**config.mk**
```make
export PLATFORM = sky130hd
export DESIGN_NAME = receiver_mode_profile_bank
export DESIGN_NICKNAME = d
export VERILOG_FILES = /design/src/logic/profile_bank_pkg.sv /design/src/logic/receiver_mode_profile_bank.sv /design/src/logic/profile_byte_cell.sv
export SDC_FILE = /design/constraint.sdc
export NUM_CORES = 1
export LEC_CHECK = 0
export BUFFER_PORTS_ARGS = -buffer_cell sky130_fd_sc_hd__buf_4
export CAP_MARGIN = 20
export CORE_AREA = 2 2 71 124
export CTS_CLUSTER_DIAMETER = 80
export DETAILED_ROUTE_END_ITERATION = 8
export DIE_AREA = 0 0 73 126
export PLACE_DENSITY = 0.72
export SLEW_MARGIN = 15
export SYNTH_ARGS = -nofsm -noshare
export SYNTH_HDL_FRONTEND = slang
export SYNTH_SLANG_ARGS = --single-unit
```
**constraint.sdc**
```tcl
create_clock -name clk_sys -period 1.65 [get_ports clk_sys]
set_input_delay 0.165 -clock clk_sys [delete_from_list [all_inputs] [get_ports clk_sys]]
set_output_delay 0.165 -clock clk_sys [all_outputs]
set_load 0.02 [all_outputs]
```
**src/logic/profile_bank_pkg.sv**
```systemverilog
/*
  Constants for the receiver profile bank: register offsets, field positions,
  reset values, writable masks and profile numbers.
  Assumes a byte-wide register port that carries decoded serial-port accesses.
*/
`default_nettype none
package profile_bank_pkg;
  // ==========================================================================
  // Register port geometry.
  localparam int unsigned ADDR_W  = 10;
  localparam int unsigned DATA_W  = 8;
  localparam int unsigned REG_NUM = 8;

  // ==========================================================================
  // Register offsets.
  localparam logic [9:0] RECEIVE_GAIN_PAIR_B_SET3 = 10'h04B;
  localparam logic [9:0] RECEIVE_ENABLE_SET4      = 10'h04C;
  localparam logic [9:0] RECEIVE_GAIN_PAIR_A_SET4 = 10'h04D;
  localparam logic [9:0] RECEIVE_GAIN_PAIR_B_SET4 = 10'h04E;
  localparam logic [9:0] RECEIVE_ENABLE_SET5      = 10'h04F;
  localparam logic [9:0] RECEIVE_GAIN_PAIR_A_SET5 = 10'h050;
  localparam logic [9:0] RECEIVE_GAIN_PAIR_B_SET5 = 10'h051;
  localparam logic [9:0] RECEIVE_ENABLE_SET6      = 10'h052;

  localparam logic [9:0] REG_OFFSET [0:7] = '{
    RECEIVE_GAIN_PAIR_B_SET3, RECEIVE_ENABLE_SET4, RECEIVE_GAIN_PAIR_A_SET4, RECEIVE_GAIN_PAIR_B_SET4,
    RECEIVE_ENABLE_SET5, RECEIVE_GAIN_PAIR_A_SET5, RECEIVE_GAIN_PAIR_B_SET5, RECEIVE_ENABLE_SET6};

  // ==========================================================================
  // Register indices into the bank.
  localparam int unsigned IDX_GAIN_B_SET3 = 0;
  localparam int unsigned IDX_ENABLE_SET4 = 1;
  localparam int unsigned IDX_GAIN_A_SET4 = 2;
  localparam int unsigned IDX_GAIN_B_SET4 = 3;
  localparam int unsigned IDX_ENABLE_SET5 = 4;
  localparam int unsigned IDX_GAIN_A_SET5 = 5;
  localparam int unsigned IDX_GAIN_B_SET5 = 6;
  localparam int unsigned IDX_ENABLE_SET6 = 7;

  // ==========================================================================
  // Field positions.
  localparam int unsigned GAIN_HI_LSB      = 4;
  localparam int unsigned GAIN_LO_LSB      = 0;
  localparam int unsigned GAIN_W           = 3;
  localparam int unsigned SPLIT_FIRST_BIT  = 6;
  localparam int unsigned SPLIT_PAIR_A_BIT = 5;
  localparam int unsigned SPLIT_PAIR_B_BIT = 4;
  localparam int unsigned PATH_ON_LSB      = 0;
  localparam int unsigned PATH_ON_W        = 4;

  // ==========================================================================
  // Writable masks; masked-out bits are reserved and read as zero.
  localparam logic [7:0] GAIN_MASK   = 8'h77;
  localparam logic [7:0] ENABLE_MASK = 8'h7F;

  // ==========================================================================
  // Reset values.
  localparam logic [7:0] RST_GAIN_B_SET3 = 8'h77;
  localparam logic [7:0] RST_ENABLE_SET4 = 8'h51;
  localparam logic [7:0] RST_GAIN_A_SET4 = 8'h77;
  localparam logic [7:0] RST_GAIN_B_SET4 = 8'h77;
  localparam logic [7:0] RST_ENABLE_SET5 = 8'h7F;
  localparam logic [7:0] RST_GAIN_A_SET5 = 8'h77;
  localparam logic [7:0] RST_GAIN_B_SET5 = 8'h77;
  localparam logic [7:0] RST_ENABLE_SET6 = 8'h68;

  localparam logic [7:0] REG_RESET [0:7] = '{
    RST_GAIN_B_SET3, RST_ENABLE_SET4, RST_GAIN_A_SET4, RST_GAIN_B_SET4,
    RST_ENABLE_SET5, RST_GAIN_A_SET5, RST_GAIN_B_SET5, RST_ENABLE_SET6};
  localparam logic [7:0] REG_MASK [0:7] = '{
    GAIN_MASK, ENABLE_MASK, GAIN_MASK, GAIN_MASK, ENABLE_MASK, GAIN_MASK, GAIN_MASK, ENABLE_MASK};

  // ==========================================================================
  // Profile numbers on the selector.
  localparam int unsigned SEL_W = 4;
  localparam logic [3:0] PROFILE_3 = 4'h3;
  localparam logic [3:0] PROFILE_4 = 4'h4;
  localparam logic [3:0] PROFILE_5 = 4'h5;
  localparam logic [3:0] PROFILE_6 = 4'h6;

  localparam logic [7:0] READ_ZERO = 8'h00;
endpackage
`default_nettype wire

```
**src/logic/receiver_mode_profile_bank.sv**
```systemverilog
/*
  Byte-wide storage for receiver profiles 3 to 6 and the drive of the receive
  chain controls from the selected profile.
  Assumes the serial control port front end presents each decoded register access
  as a one-cycle read or write strobe with address and data on clk_sys.
*/
`default_nettype none
// Contract
// Profile 3 keeps channel 3 gain in bits 6:4 and channel 4 gain in bits 2:0 of one byte, both resetting to seven.
// Profile 4 keeps splitter enables in bits 6, 5, 4 resetting to one, zero and one.
// Profile 4 keeps channel 1 to 4 on bits in bits 3:0 with only channel 4 set after reset.
// Profile 4 keeps channel 1 gain in bits 6:4 and channel 2 gain in bits 2:0, both resetting to seven.
// Profile 4 keeps channel 3 gain in bits 6:4 and channel 4 gain in bits 2:0, both resetting to seven.
// Profile 5 resets all three writable splitter enables in bits 6:4 to one.
// Profile 5 resets all four channel on bits in bits 3:0 to one.
// Profile 5 keeps writable channel 1 and 2 gains in bits 6:4 and 2:0, both resetting to seven.
// Profile 5 keeps writable channel 3 and 4 gains in bits 6:4 and 2:0, both resetting to seven.
// Profile 6 resets the splitters to first on, pair A on and pair B off, all writable.
// Profile 6 resets channel 1 on and channels 2 to 4 off.
// Bit 7 of every register and bit 3 of every gain register read as zero and ignore writes.
// The receive chain controls follow the fields of the currently selected profile.
module receiver_mode_profile_bank (
  input  wire logic       clk_sys,
  input  wire logic       rst_n,
  input  wire logic       reg_wr,
  input  wire logic       reg_rd,
  input  wire logic [9:0] reg_addr,
  input  wire logic [7:0] reg_wdata,
  input  wire logic [3:0] profile_sel,
  output logic      [7:0] reg_rdata,
  output logic            reg_rvalid,
  output logic            profile_hit,
  output logic            first_splitter_on,
  output logic            pair_a_splitter_on,
  output logic            pair_b_splitter_on,
  output logic      [3:0] path_on,
  output logic      [2:0] path1_gain,
  output logic      [2:0] path2_gain,
  output logic      [2:0] path3_gain,
  output logic      [2:0] path4_gain
);
  // ==========================================================================
  // Helpers.
  function automatic logic addr_hits(input logic [9:0] addr, input int unsigned idx);
    addr_hits = (addr == profile_bank_pkg::REG_OFFSET[idx]);
  endfunction

  function automatic logic [2:0] gain_hi(input logic [7:0] b);
    gain_hi = b[profile_bank_pkg::GAIN_HI_LSB +: profile_bank_pkg::GAIN_W];
  endfunction

  function automatic logic [2:0] gain_lo(input logic [7:0] b);
    gain_lo = b[profile_bank_pkg::GAIN_LO_LSB +: profile_bank_pkg::GAIN_W];
  endfunction

  // ==========================================================================
  // Storage.
  logic [7:0] bank [0:7];

  // One cell per register keeps each reset value and mask beside the field it serves.
  profile_byte_cell #(
    .RESET_VALUE (profile_bank_pkg::RST_GAIN_B_SET3),
    .WRITE_MASK  (profile_bank_pkg::GAIN_MASK)
  ) gain_b_set3_cell (
    .clk_sys (clk_sys),
    .rst_n   (rst_n),
    .wr_en   (reg_wr && addr_hits(reg_addr, profile_bank_pkg::IDX_GAIN_B_SET3)),
    .wr_data (reg_wdata),
    .value   (bank[profile_bank_pkg::IDX_GAIN_B_SET3])
  );

  profile_byte_cell #(
    .RESET_VALUE (profile_bank_pkg::RST_ENABLE_SET4),
    .WRITE_MASK  (profile_bank_pkg::ENABLE_MASK)
  ) enable_set4_cell (
    .clk_sys (clk_sys),
    .rst_n   (rst_n),
    .wr_en   (reg_wr && addr_hits(reg_addr, profile_bank_pkg::IDX_ENABLE_SET4)),
    .wr_data (reg_wdata),
    .value   (bank[profile_bank_pkg::IDX_ENABLE_SET4])
  );

  profile_byte_cell #(
    .RESET_VALUE (profile_bank_pkg::RST_GAIN_A_SET4),
    .WRITE_MASK  (profile_bank_pkg::GAIN_MASK)
  ) gain_a_set4_cell (
    .clk_sys (clk_sys),
    .rst_n   (rst_n),
    .wr_en   (reg_wr && addr_hits(reg_addr, profile_bank_pkg::IDX_GAIN_A_SET4)),
    .wr_data (reg_wdata),
    .value   (bank[profile_bank_pkg::IDX_GAIN_A_SET4])
  );

  profile_byte_cell #(
    .RESET_VALUE (profile_bank_pkg::RST_GAIN_B_SET4),
    .WRITE_MASK  (profile_bank_pkg::GAIN_MASK)
  ) gain_b_set4_cell (
    .clk_sys (clk_sys),
    .rst_n   (rst_n),
    .wr_en   (reg_wr && addr_hits(reg_addr, profile_bank_pkg::IDX_GAIN_B_SET4)),
    .wr_data (reg_wdata),
    .value   (bank[profile_bank_pkg::IDX_GAIN_B_SET4])
  );

  profile_byte_cell #(
    .RESET_VALUE (profile_bank_pkg::RST_ENABLE_SET5),
    .WRITE_MASK  (profile_bank_pkg::ENABLE_MASK)
  ) enable_set5_cell (
    .clk_sys (clk_sys),
    .rst_n   (rst_n),
    .wr_en   (reg_wr && addr_hits(reg_addr, profile_bank_pkg::IDX_ENABLE_SET5)),
    .wr_data (reg_wdata),
    .value   (bank[profile_bank_pkg::IDX_ENABLE_SET5])
  );

  profile_byte_cell #(
    .RESET_VALUE (profile_bank_pkg::RST_GAIN_A_SET5),
    .WRITE_MASK  (profile_bank_pkg::GAIN_MASK)
  ) gain_a_set5_cell (
    .clk_sys (clk_sys),
    .rst_n   (rst_n),
    .wr_en   (reg_wr && addr_hits(reg_addr, profile_bank_pkg::IDX_GAIN_A_SET5)),
    .wr_data (reg_wdata),
    .value   (bank[profile_bank_pkg::IDX_GAIN_A_SET5])
  );

  profile_byte_cell #(
    .RESET_VALUE (profile_bank_pkg::RST_GAIN_B_SET5),
    .WRITE_MASK  (profile_bank_pkg::GAIN_MASK)
  ) gain_b_set5_cell (
    .clk_sys (clk_sys),
    .rst_n   (rst_n),
    .wr_en   (reg_wr && addr_hits(reg_addr, profile_bank_pkg::IDX_GAIN_B_SET5)),
    .wr_data (reg_wdata),
    .value   (bank[profile_bank_pkg::IDX_GAIN_B_SET5])
  );

  profile_byte_cell #(
    .RESET_VALUE (profile_bank_pkg::RST_ENABLE_SET6),
    .WRITE_MASK  (profile_bank_pkg::ENABLE_MASK)
  ) enable_set6_cell (
    .clk_sys (clk_sys),
    .rst_n   (rst_n),
    .wr_en   (reg_wr && addr_hits(reg_addr, profile_bank_pkg::IDX_ENABLE_SET6)),
    .wr_data (reg_wdata),
    .value   (bank[profile_bank_pkg::IDX_ENABLE_SET6])
  );

  // ==========================================================================
  // Registered outputs.
  typedef struct packed {
    logic [7:0] rdata;
    logic       rvalid;
    logic       hit;
    logic       split_first;
    logic       split_a;
    logic       split_b;
    logic [3:0] path_on;
    logic [2:0] gain1;
    logic [2:0] gain2;
    logic [2:0] gain3;
    logic [2:0] gain4;
  } bank_state_t;

  bank_state_t state_reg;
  bank_state_t state_next;

  always_comb begin
    logic [7:0] en_byte;
    en_byte = 8'h00;
    state_next        = state_reg;
    state_next.rvalid = reg_rd;
    state_next.rdata  = profile_bank_pkg::READ_ZERO;
    for (int unsigned i = 0; i < profile_bank_pkg::REG_NUM; i++) begin
      if (reg_rd && addr_hits(reg_addr, i)) begin
        state_next.rdata = bank[i];
      end
    end
    // Fields that this bank does not hold drive zero, so an unlisted profile parks the chain off.
    state_next.hit   = 1'b0;
    state_next.gain1 = 3'h0;
    state_next.gain2 = 3'h0;
    state_next.gain3 = 3'h0;
    state_next.gain4 = 3'h0;
    unique case (profile_sel)
      profile_bank_pkg::PROFILE_3: begin
        state_next.hit   = 1'b1;
        state_next.gain3 = gain_hi(bank[profile_bank_pkg::IDX_GAIN_B_SET3]);
        state_next.gain4 = gain_lo(bank[profile_bank_pkg::IDX_GAIN_B_SET3]);
      end
      profile_bank_pkg::PROFILE_4: begin
        state_next.hit   = 1'b1;
        en_byte          = bank[profile_bank_pkg::IDX_ENABLE_SET4];
        state_next.gain1 = gain_hi(bank[profile_bank_pkg::IDX_GAIN_A_SET4]);
        state_next.gain2 = gain_lo(bank[profile_bank_pkg::IDX_GAIN_A_SET4]);
        state_next.gain3 = gain_hi(bank[profile_bank_pkg::IDX_GAIN_B_SET4]);
        state_next.gain4 = gain_lo(bank[profile_bank_pkg::IDX_GAIN_B_SET4]);
      end
      profile_bank_pkg::PROFILE_5: begin
        state_next.hit   = 1'b1;
        en_byte          = bank[profile_bank_pkg::IDX_ENABLE_SET5];
        state_next.gain1 = gain_hi(bank[profile_bank_pkg::IDX_GAIN_A_SET5]);
        state_next.gain2 = gain_lo(bank[profile_bank_pkg::IDX_GAIN_A_SET5]);
        state_next.gain3 = gain_hi(bank[profile_bank_pkg::IDX_GAIN_B_SET5]);
        state_next.gain4 = gain_lo(bank[profile_bank_pkg::IDX_GAIN_B_SET5]);
      end
      profile_bank_pkg::PROFILE_6: begin
        state_next.hit = 1'b1;
        en_byte        = bank[profile_bank_pkg::IDX_ENABLE_SET6];
      end
      default: begin
        en_byte = 8'h00;
      end
    endcase
    state_next.split_first = en_byte[profile_bank_pkg::SPLIT_FIRST_BIT];
    state_next.split_a     = en_byte[profile_bank_pkg::SPLIT_PAIR_A_BIT];
    state_next.split_b     = en_byte[profile_bank_pkg::SPLIT_PAIR_B_BIT];
    state_next.path_on     = en_byte[profile_bank_pkg::PATH_ON_LSB +: profile_bank_pkg::PATH_ON_W];
  end

  always_ff @(posedge clk_sys) begin
    if (!rst_n) begin
      state_reg <= '0;
    end else begin
      state_reg <= state_next;
    end
  end

  assign reg_rdata          = state_reg.rdata;
  assign reg_rvalid         = state_reg.rvalid;
  assign profile_hit        = state_reg.hit;
  assign first_splitter_on  = state_reg.split_first;
  assign pair_a_splitter_on = state_reg.split_a;
  assign pair_b_splitter_on = state_reg.split_b;
  assign path_on            = state_reg.path_on;
  assign path1_gain         = state_reg.gain1;
  assign path2_gain         = state_reg.gain2;
  assign path3_gain         = state_reg.gain3;
  assign path4_gain         = state_reg.gain4;
endmodule
`default_nettype wire

```
**src/logic/profile_byte_cell.sv**
```systemverilog
/*
  One byte of profile storage with a fixed reset value and a writable mask.
  Assumes a single clock and a synchronous active-low reset.
*/
`default_nettype none
module profile_byte_cell #(
  parameter logic [7:0] RESET_VALUE = 8'h00,
  parameter logic [7:0] WRITE_MASK  = 8'hFF
) (
  input  wire logic       clk_sys,
  input  wire logic       rst_n,
  input  wire logic       wr_en,
  input  wire logic [7:0] wr_data,
  output logic      [7:0] value
);
  // ==========================================================================
  // State.
  typedef struct packed {
    logic [7:0] value;
  } cell_state_t;

  cell_state_t state_reg;
  cell_state_t state_next;

  always_comb begin
    state_next = state_reg;
    if (wr_en) begin
      // Reserved bits are never stored, so they cannot read back as one.
      state_next.value = wr_data & WRITE_MASK;
    end
  end

  always_ff @(posedge clk_sys) begin
    if (!rst_n) begin
      state_reg.value <= RESET_VALUE;
    end else begin
      state_reg <= state_next;
    end
  end

  assign value = state_reg.value;
endmodule
`default_nettype wire

```
## Word level (Yosys, flattened, before mapping)

Cells that the tools add are included.
W data, S select, Z words.

| word-level totals | value |
|---|---|
| register bits | 80 |
| bits of input ports | 26 |
| output and inout bits | 29 |

| operators by class | value |
|---|---|
| eq/ne operators | 12 |
| mux-type cells | 12 |
| bitwise operators | 1 |
| reductions and logical operators | 18 |

Operators by type and width:

| kind | count |
|---|---|
| $eq A10 B7 Y1 const B | 8 |
| $mux W7 | 8 |
| $pmux W7 S3 | 1 |
| $pmux W6 S3 | 1 |
| $logic_and A1 B1 Y1 | 16 |
| $eq A4 B3 Y1 const B | 3 |
| $pmux W6 S2 | 1 |
| $reduce_or A8 Y1 | 1 |
| $eq A4 B2 Y1 const B | 1 |
| $reduce_or A4 Y1 | 1 |
| $mux W1 | 1 |
| $not A1 Y1 | 1 |

## Logic depth before layout (Yosys ltp)

Gate-level depths: netlist (run 1).

| logic depth | value |
|---|---|
| word-level depth | 10 |
| gate-level depth with buffers | 7 |
| mapped depth without buffers | 5 |

## Hierarchy

A second synthesis (run 1) with hierarchy kept.

| unflattened totals | value |
|---|---|
| cells, all modules | 439 |
| area, all modules | 3,950.0 um^2 |

Modules (own cells, without submodules):

| module | instances | cells each | area each (um^2) |
|---|---|---|---|
| receiver_mode_profile_bank | 1 | 257 | 1,989.4 |
| profile_byte_cell at gain_a_set4_cell ... | 5 | 22 | 232.7 |
| profile_byte_cell at enable_set4_cell ... | 2 | 24 | 269.0 |
| profile_byte_cell at enable_set5_cell | 1 | 24 | 259.0 |

## Least setup slack after synthesis (run 1)

OpenSTA, ideal clock, no wires.

| timing | value |
|---|---|
| kind | input-to-reg |
| start | input port reg_addr[4] |
| end | register, netlist name gain_b_set4_cell.value[0] |
| arrival | 1.214 ns |
| data required time | 1.521 ns |
| slack | 0.307 ns |
| stages | 6 |
| buffers on the path | 1 |
| cells stage by stage | nor4b_4 > and2_1 > buf_4 > nand4_4 > mux2i_1 > nand2_1 |

| between the ends | value |
|---|---|
| cells in the longest elaborated chain, start to end | 2 |

RTL lines:

| element | RTL line | source |
|---|---|---|
| from (decl) | receiver_mode_profile_bank.sv:27 | `input wire logic [9:0] reg_addr,` |
| $eq A10 B7 Y1 | receiver_mode_profile_bank.sv:45 | `addr_hits = (addr == profile_bank_pkg::REG_OFFSET[idx]);` |
| $logic_and A1 B1 Y1 | receiver_mode_profile_bank.sv:100 | `.wr_en (reg_wr && addr_hits(reg_addr, profile_bank_pkg::IDX_GAIN_B_SET4)),` |

No other way between the ends.
A chain may end at the register's enable or synchronous reset.

## Worst setup path in the final report (run 1)

| timing | value |
|---|---|
| start | input port reg_addr[4] |
| end | register, netlist name gain_b_set3_cell.value[2] |

| between the ends | value |
|---|---|
| cells in the longest elaborated chain, start to end | 2 |

RTL lines:

| element | RTL line | source |
|---|---|---|
| $eq A10 B7 Y1 | receiver_mode_profile_bank.sv:45 |  |
| $logic_and A1 B1 Y1 | receiver_mode_profile_bank.sv:67 | `.wr_en (reg_wr && addr_hits(reg_addr, profile_bank_pkg::IDX_GAIN_B_SET3)),` |

No other way between the ends.

==> flow_summary.json, run 1 <==
{
  "status": "finished, final reports clean",
  "core_sq_mm": 0.00820,
  "grt_pass1_vias": 3426,
  "synth_seq_cells": 79,
  "insertedDiodeCount": 0,
  "yosysMostFrequentCell": "dfxtp_1",
  "synth_commonest_cells": "dfxtp_1 (79), nand2_1 (64), a21oi_1 (32), mux2i_1 (32), o21ai_0 (27)",
  "grt-ovfl-total": 0,
  "worstPathRequired_ns": 1.86,
  "wl_per_cell_um": 18.5,
  "ys_types": 43,
  "worstReg2RegStart": "enable_set5_cell.value[5]",
  "cts_tree": "done",
  "finalCriticalPeriod_ns": 1.32,
  "synth.largest_area_cell": "dfxtp_1",
  "synth_top_family_by_area": "simple AND/OR/NAND/NOR gates",
  "initial_core_util_pct": 43.9,
  "ff2ff_path_depth": 4,
  "clkSinkCount": 79,
  "die_y_um": 126,
  "post_cts_resized": 0,
  "yosys-top-cells-area": "dfxtp_1 (44%), mux2i_1 (8.9%), nand2_1 (6.7%)",
  "worst_slack_ns": 0.333,
  "end_kind": "flop",
  "ys.flop_type": "dfxtp_1",
  "drc": 0,
  "fillers": 743,
  "yosys.area_share.simple_pct": 23.6,
  "p_leak_nw": 1.88,
  "hold_class": "input port to flop",
  "design.portCount": 55,
  "insertion_delay_ns": 0.34,
  "die_area_sq_mm": 0.00920,
  "cp_max_fo": 9,
  "synth.top_cell.area_share_pct": 43.9,
  "path_class": "input port to flop",
  "max_cap_viol_count": 0,
  "fmax_mhz": 759,
  "synthAdderAreaFrac_pct": 0,
  "hold_viol": 0,
  "synth_compound_area_share_pct": 19.4,
  "cts-root-buf": "clkbuf_16",
  "startpoint_type": "input port",
  "vias": 3365,
  "place.gp.congestion": 0.929,
  "grt_pass1_wl_um": 16800,
  "cts.reportedPaths.clkPinSlew_ns": 0.06,
  "power.density_mw_per_mm2": 926,
  "post_cts_buffers": 0,
  "fin_util_pct": 54.9,
  "ir_worst_vdd_uv": 557,
  "detail_route.iter0.violations": 277,
  "rsz0062_at_grt": "false",
  "async_flop_share_pct": 0,
  "ys_warn_count": 0,
  "r2r_slack_ns": 0.51,
  "timing.critical_path.to": "gain_b_set3_cell.value[2]",
  "cts_buffers": 9,
  "grt_max_degree": 42,
  "syn-cell-area_sq_mm": 0.00360,
  "syn_avg_cell_area_sq_um": 8.85,
  "place_hpwl_um": 7740,
  "syn_to_final_growth_pct": 25.0,
  "die_x_um": 73,
  "grt.total_usage_pct": 24.3,
  "viasPerCell": 5.92,
  "io_buffer_count": 52,
  "synth-xor-area-share_pct": 0,
  "wl_um": 10500,
  "syn_nets": 433,
  "finClkSkew_ns": 0.00389,
  "drive_gt1_share_pct": 24.8,
  "hold_buffers": 0,
  "fin_crit_sh_pct": 79.8,
  "firstDrtPassIters": 6,
  "ys_seq_area_share_pct": 43.9,
  "crit_arrival_ns": 1.53,
  "postSynthCellCount": 407,
  "startpoint": "reg_addr[4]",
  "fin_nets": 497,
  "antenna_found_initial": 0,
  "finalSetupViolations": 0,
  "ant_nets": 0,
  "slew_violations": 0,
  "pre_cts_ws_ns": -0.0257,
  "rr_endpoint": "reg_rdata[5]",
  "synth-edff-count": 0,
  "synth.mux.area_fraction_pct": 8.90,
  "cts_buffer_depth": 2,
  "fin_total_pwr_w": 0.00417,
  "num_rows": 44,
  "tns_ns": 0,
  "htreeDepth": 3
}
-- registers in the layout (all words and copies together), names as in the netlist, 6 cells and up --
signal and cells:
enable_set4_cell.value 7, enable_set5_cell.value 7, enable_set6_cell.value 7, reg_rdata 7, gain_a_set4_cell.value 6, gain_a_set5_cell.value 6, gain_b_set3_cell.value 6, gain_b_set4_cell.value 6
gain_b_set5_cell.value 6
-- cell type report --
class / count / area (sq um) / share of cell area, %
repair buffers: 82 / 628 / 14.0
clock buffers: 13 / 280 / 6.23
inverters: 3 / 11.3 / 0.250
well taps: 92 / 115 / 2.56
flip-flops and latches: 79 / 1580 / 35.1
clock inverters: 3 / 15.0 / 0.334
multi-input cells: 296 / 1870 / 41.6
-- critical path, cell delays in order --
cell and delay, ns:
buf_4 0.12, nor4b_4 0.38, and4_4 0.34, buf_4 0.15, nand2_1 0.14, nor2_1 0.13
o21ai_0 0.10
-- power breakdown --
part	switching, W	internal [W]	total [W]
sequential	0.00000359	0.00192	0.00192
combinational	0.000196	0.000135	0.000331
clock	0.000743	0.00117	0.00192
total	0.000942	0.00323	0.00417
-- layout by cell type (no fill, tap or decap), types with 4 or more instances in the layout --
master	Yosys	routed
buf_4	2	81
dfxtp_1	79	79
nand2_1	64	64
mux2i_1	32	32
a21oi_1	32	32
o21ai_0	27	27
nor2_1	24	24
a22oi_1	20	20
nor2b_1	15	15
nand3_1	13	13
o22ai_1	11	11
clkbuf_16	0	9
a21boi_0	6	6
nand4_1	5	5
a2bb2oi_1	5	5
and2_1	4	4
nand3_4	4	4
o221a_2	4	4
nor3_1	4	4
clkbuf_8	0	4
-- kinds of logic (layout without fill, tap and decap cells) --
logic type | Yosys count | after routing
buffers and inverters | 32 | 101
muxes | 32 | 32
AOI/OAI and AO/OA | 111 | 111
and+or+nand+nor | 152 | 152
other | 1 | 1
DFF | 79 | 79
-- through the flow --
step	hold slack (ns)	cell area (sq um)	instances
after floorplan	0.290	3600	407
after global placement	0.400	4210	552
after detailed placement	0.417	4210	552
after CTS	0.0627	4500	568
after global routing	0.0890	4500	568
final	0.0670	4500	568
-- worst min path at each step --
stage	endpoint	from	slack, ns	cells after the start
after detailed placement	enable_set5_cell.value[3]	reg_wdata[3]	0.42	3
after floorplan	enable_set5_cell.value[3]	reg_wdata[3]	0.29	2
after global placement	enable_set5_cell.value[3]	reg_wdata[3]	0.40	3
after global routing	enable_set5_cell.value[3]	reg_wdata[3]	0.09	3
after CTS	enable_set5_cell.value[3]	reg_wdata[3]	0.06	3
final	enable_set5_cell.value[3]	reg_wdata[3]	0.07	3
-- layer usage --
| layer | share of wire [%] | up-vias | GRT usage, % |
|---|---|---|---|
| met4 | 6.4 | 0 | 20.6 |
| met3 | 5.9 | 43 | 5.36 |
| met5 | 0 | - | 0 |
| li1 | - | 1577 | - |
| met1 | 36 | 1598 | 24.8 |
| met2 | 52 | 147 | 40.2 |
Note: power is estimated with default switching activity, not from simulation.
==> run 2: changes to the inputs <==
--- a/config.mk
+++ b/config.mk
@@ -11,7 +11,7 @@
 export CTS_CLUSTER_DIAMETER = 80
 export DETAILED_ROUTE_END_ITERATION = 8
 export DIE_AREA = 0 0 73 126
-export PLACE_DENSITY = 0.72
+export PLACE_DENSITY = 0.75
 export SLEW_MARGIN = 15
 export SYNTH_ARGS = -nofsm -noshare
 export SYNTH_HDL_FRONTEND = slang
==> constraint.sdc (replaced) <==
create_clock -name clk_sys -period 1.1 [get_ports clk_sys]
set_input_delay 0.11 -clock clk_sys [delete_from_list [all_inputs] [get_ports clk_sys]]
set_output_delay 0.11 -clock clk_sys [all_outputs]
set_load 0.02 [all_outputs]
==> run 2 against run 1 <==
  * The run now ends with setup timing left
  * Via count increased by 1.8%
  * Largest power group is now the clock network
  * Highest routed layer unchanged
  * Hold slack improved by 0.014 ns
  * Non-clock buffer count is 28 higher
==> flow_summary.json, run 2 (synthesis gave the netlist of run 1 again) <==
{
  "die_x_um": 73,
  "place.gp.congestion": 0.919,
  "status": "finished with violations",
  "cts_buffers": 9,
  "intPower_w": 0.00535,
  "insertion_delay_ns": 0.35,
  "grt_pass1_vias": 3358,
  "crit_arrival_ns": 1.38,
  "die_y_um": 126,
  "switchingPower_w": 0.00150,
  "timing.critical_path.to": "gain_b_set4_cell.value[5]",
  "rr_endpoint": "reg_rdata[6]",
  "cpPeakStageDelay_ns": 0.35,
  "ir_worst_vdd_uv": 1660,
  "ant_nets": 0,
  "cts.reportedPaths.clkPinSlew_ns": 0.06,
  "dp_cells": 575,
  "syn_to_final_growth_pct": 37.5,
  "worst_slack_ns": -0.0513,
  "viasPerCell": 5.75,
  "crit_path_cell_trace": "buf_8, nor4b_4, and2_4, nand4_4, mux2i_2, nand2_1",
  "rsz0062_at_grt": "true",
  "violations": "setup timing",
  "worstPathRequired_ns": 1.33,
  "die_area_sq_mm": 0.00920,
  "clkPwrFrac_pct": 49.1,
  "max_cap_viol_count": 0,
  "fin_crit_sh_pct": 105,
  "cts_buffer_depth": 2,
  "finalCriticalPeriod_ns": 1.15,
  "grt_pass1_wl_um": 17400,
  "layout_common_cells": "buf_4 (97), dfxtp_1 (79), nand2_1 (63)",
  "holdWs_ns": 0.0812,
  "stdcell_count": 596,
  "ff2ff_path_depth": 4,
  "startpoint": "reg_addr[7]",
  "num_rows": 44,
  "wl_um": 11500,
  "grt.total_usage_pct": 25.5,
  "grt_max_degree": 35,
  "drive_gt1_share_pct": 32.7,
  "cpMaxStageDelayCell": "nor4b_4",
  "power_frac_seq_pct": 42.0,
  "path_class": "input port to flop",
  "insertedDiodeCount": 0,
  "cts-root-buf": "clkbuf_16",
  "grt-ovfl-total": 0,
  "hold_viol": 0,
  "drc": 0,
  "detail_route.iter0.violations": 264,
  "p_leak_nw": 2.07,
  "power.density_mw_per_mm2": 1390,
  "firstDrtPassIters": 5,
  "finClkSkew_ns": 0.00563,
  "worstReg2RegStart": "gain_b_set5_cell.value[6]",
  "fin_nets": 525,
  "pwr-share-comb_pct": 8.8,
  "final_common_cell": "buf_4",
  "core_sq_mm": 0.00820,
  "tns_ns": -0.145,
  "startpoint_type": "input port",
  "wl_per_cell_um": 19.2,
  "vias": 3426,
  "r2r_slack_ns": 0,
  "finalSetupViolations": 7,
  "initial_core_util_pct": 43.9,
  "fmax_mhz": 869,
  "htreeDepth": 3,
  "slew_violations": 0,
  "cts_tree": "done",
  "hold_class": "input port to flop",
  "end_kind": "flop",
  "io_buffer_count": 52,
  "antenna_found_initial": 0,
  "place_hpwl_um": 8480,
  "cp_max_fo": 6,
  "clkSinkCount": 79,
  "switching_share_pct": 21.9,
  "design.portCount": 55
}
-- run 2: cell count changes in the layout (fill, tap and decap cells not counted), moves of 3 or more --
cell,change
a21oi_2,+4
o21ai_0,-7
a21oi_1,-4
o21ai_2,+3
o21ai_1,+4
a21boi_0,-3
buf_4,+16
bufinv_16,+3
clkbuf_8,-4
buf_6,+8
-- run 2: per-layer routing --
metal  global-route usage (%)  wire [um]  vias to the layer above  part of all wire (%)
li1                         -          -                     1636                     -
met1                     27.7       4310                     1609                    38
met2                     43.3       5980                      140                    52
met3                     5.28        577                       41                   5.0
met4                     16.4        592                        0                   5.2
met5                        0          0                        -                     0
-- run 2: worst min-delay path by stage --
stage	from	endpoint	slack, ns	cells past startpoint
6_report	reg_wdata[0]	enable_set4_cell.value[0]	0.08	3
5_1_grt	reg_wdata[0]	enable_set5_cell.value[0]	0.08	3
4_1_cts	rst_n	enable_set5_cell.value[3]	0.07	2
3_5_place_dp	reg_wdata[3]	enable_set5_cell.value[3]	0.35	3
3_3_place_gp	reg_wdata[3]	enable_set5_cell.value[3]	0.34	3
2_1_floorplan	reg_wdata[3]	enable_set5_cell.value[3]	0.24	2
-- run 2: per-stage QoR --
stage / util [%] / setup slack (ns) / total power (W) / cell area (sq um)
2_1_floorplan: - / -0.147 / 0.00323 / 3670
3_3_place_gp: 54.2 / -0.434 / 0.00351 / 4450
3_5_place_dp: 54.2 / -0.446 / 0.00351 / 4450
4_1_cts: 58.9 / -0.0613 / 0.00689 / 4830
5_1_grt: 60.3 / -0.0905 / 0.00706 / 4950
6_report: 60.3 / -0.0513 / 0.00686 / 4950
-- run 2: area by class of cell --
type | instances | area [sq um]
Clock buffer | 10 | 229
Clock inverter | 6 | 109
Fill cell | 723 | 3250
Inverter | 3 | 11.3
Multi-Input combinational cell | 296 | 2000
Sequential cell | 79 | 1580
Tap cell | 92 | 115
Timing Repair Buffer | 110 | 903
-- run 2: power by group through the flow --
stage	logic (W)	registers [W]	clock network (W)
floorplan	0.000262	0.00297	0
global placement	0.000564	0.00295	0
detailed placement	0.000568	0.00295	0
CTS	0.000583	0.00288	0.00342
global route	0.000640	0.00288	0.00354
finish	0.000604	0.00288	0.00337
-- run 2: critical path, delay by kind of cell --
family,cells,cell delay [ns]
buf+inv,1,0.10
simple gates,4,0.91
mux,1,0.25
-- run 2: timing repair --
item / CTS / global route
endpoints found under the setup margin: 35 / 51
hold buffers: 1 / 0
resized for setup: 11 / 29
setup buffers: 2 / 3
pin swaps: 14 / 20
cloned: 0 / 0
hold endpoints to repair: 1 / 0
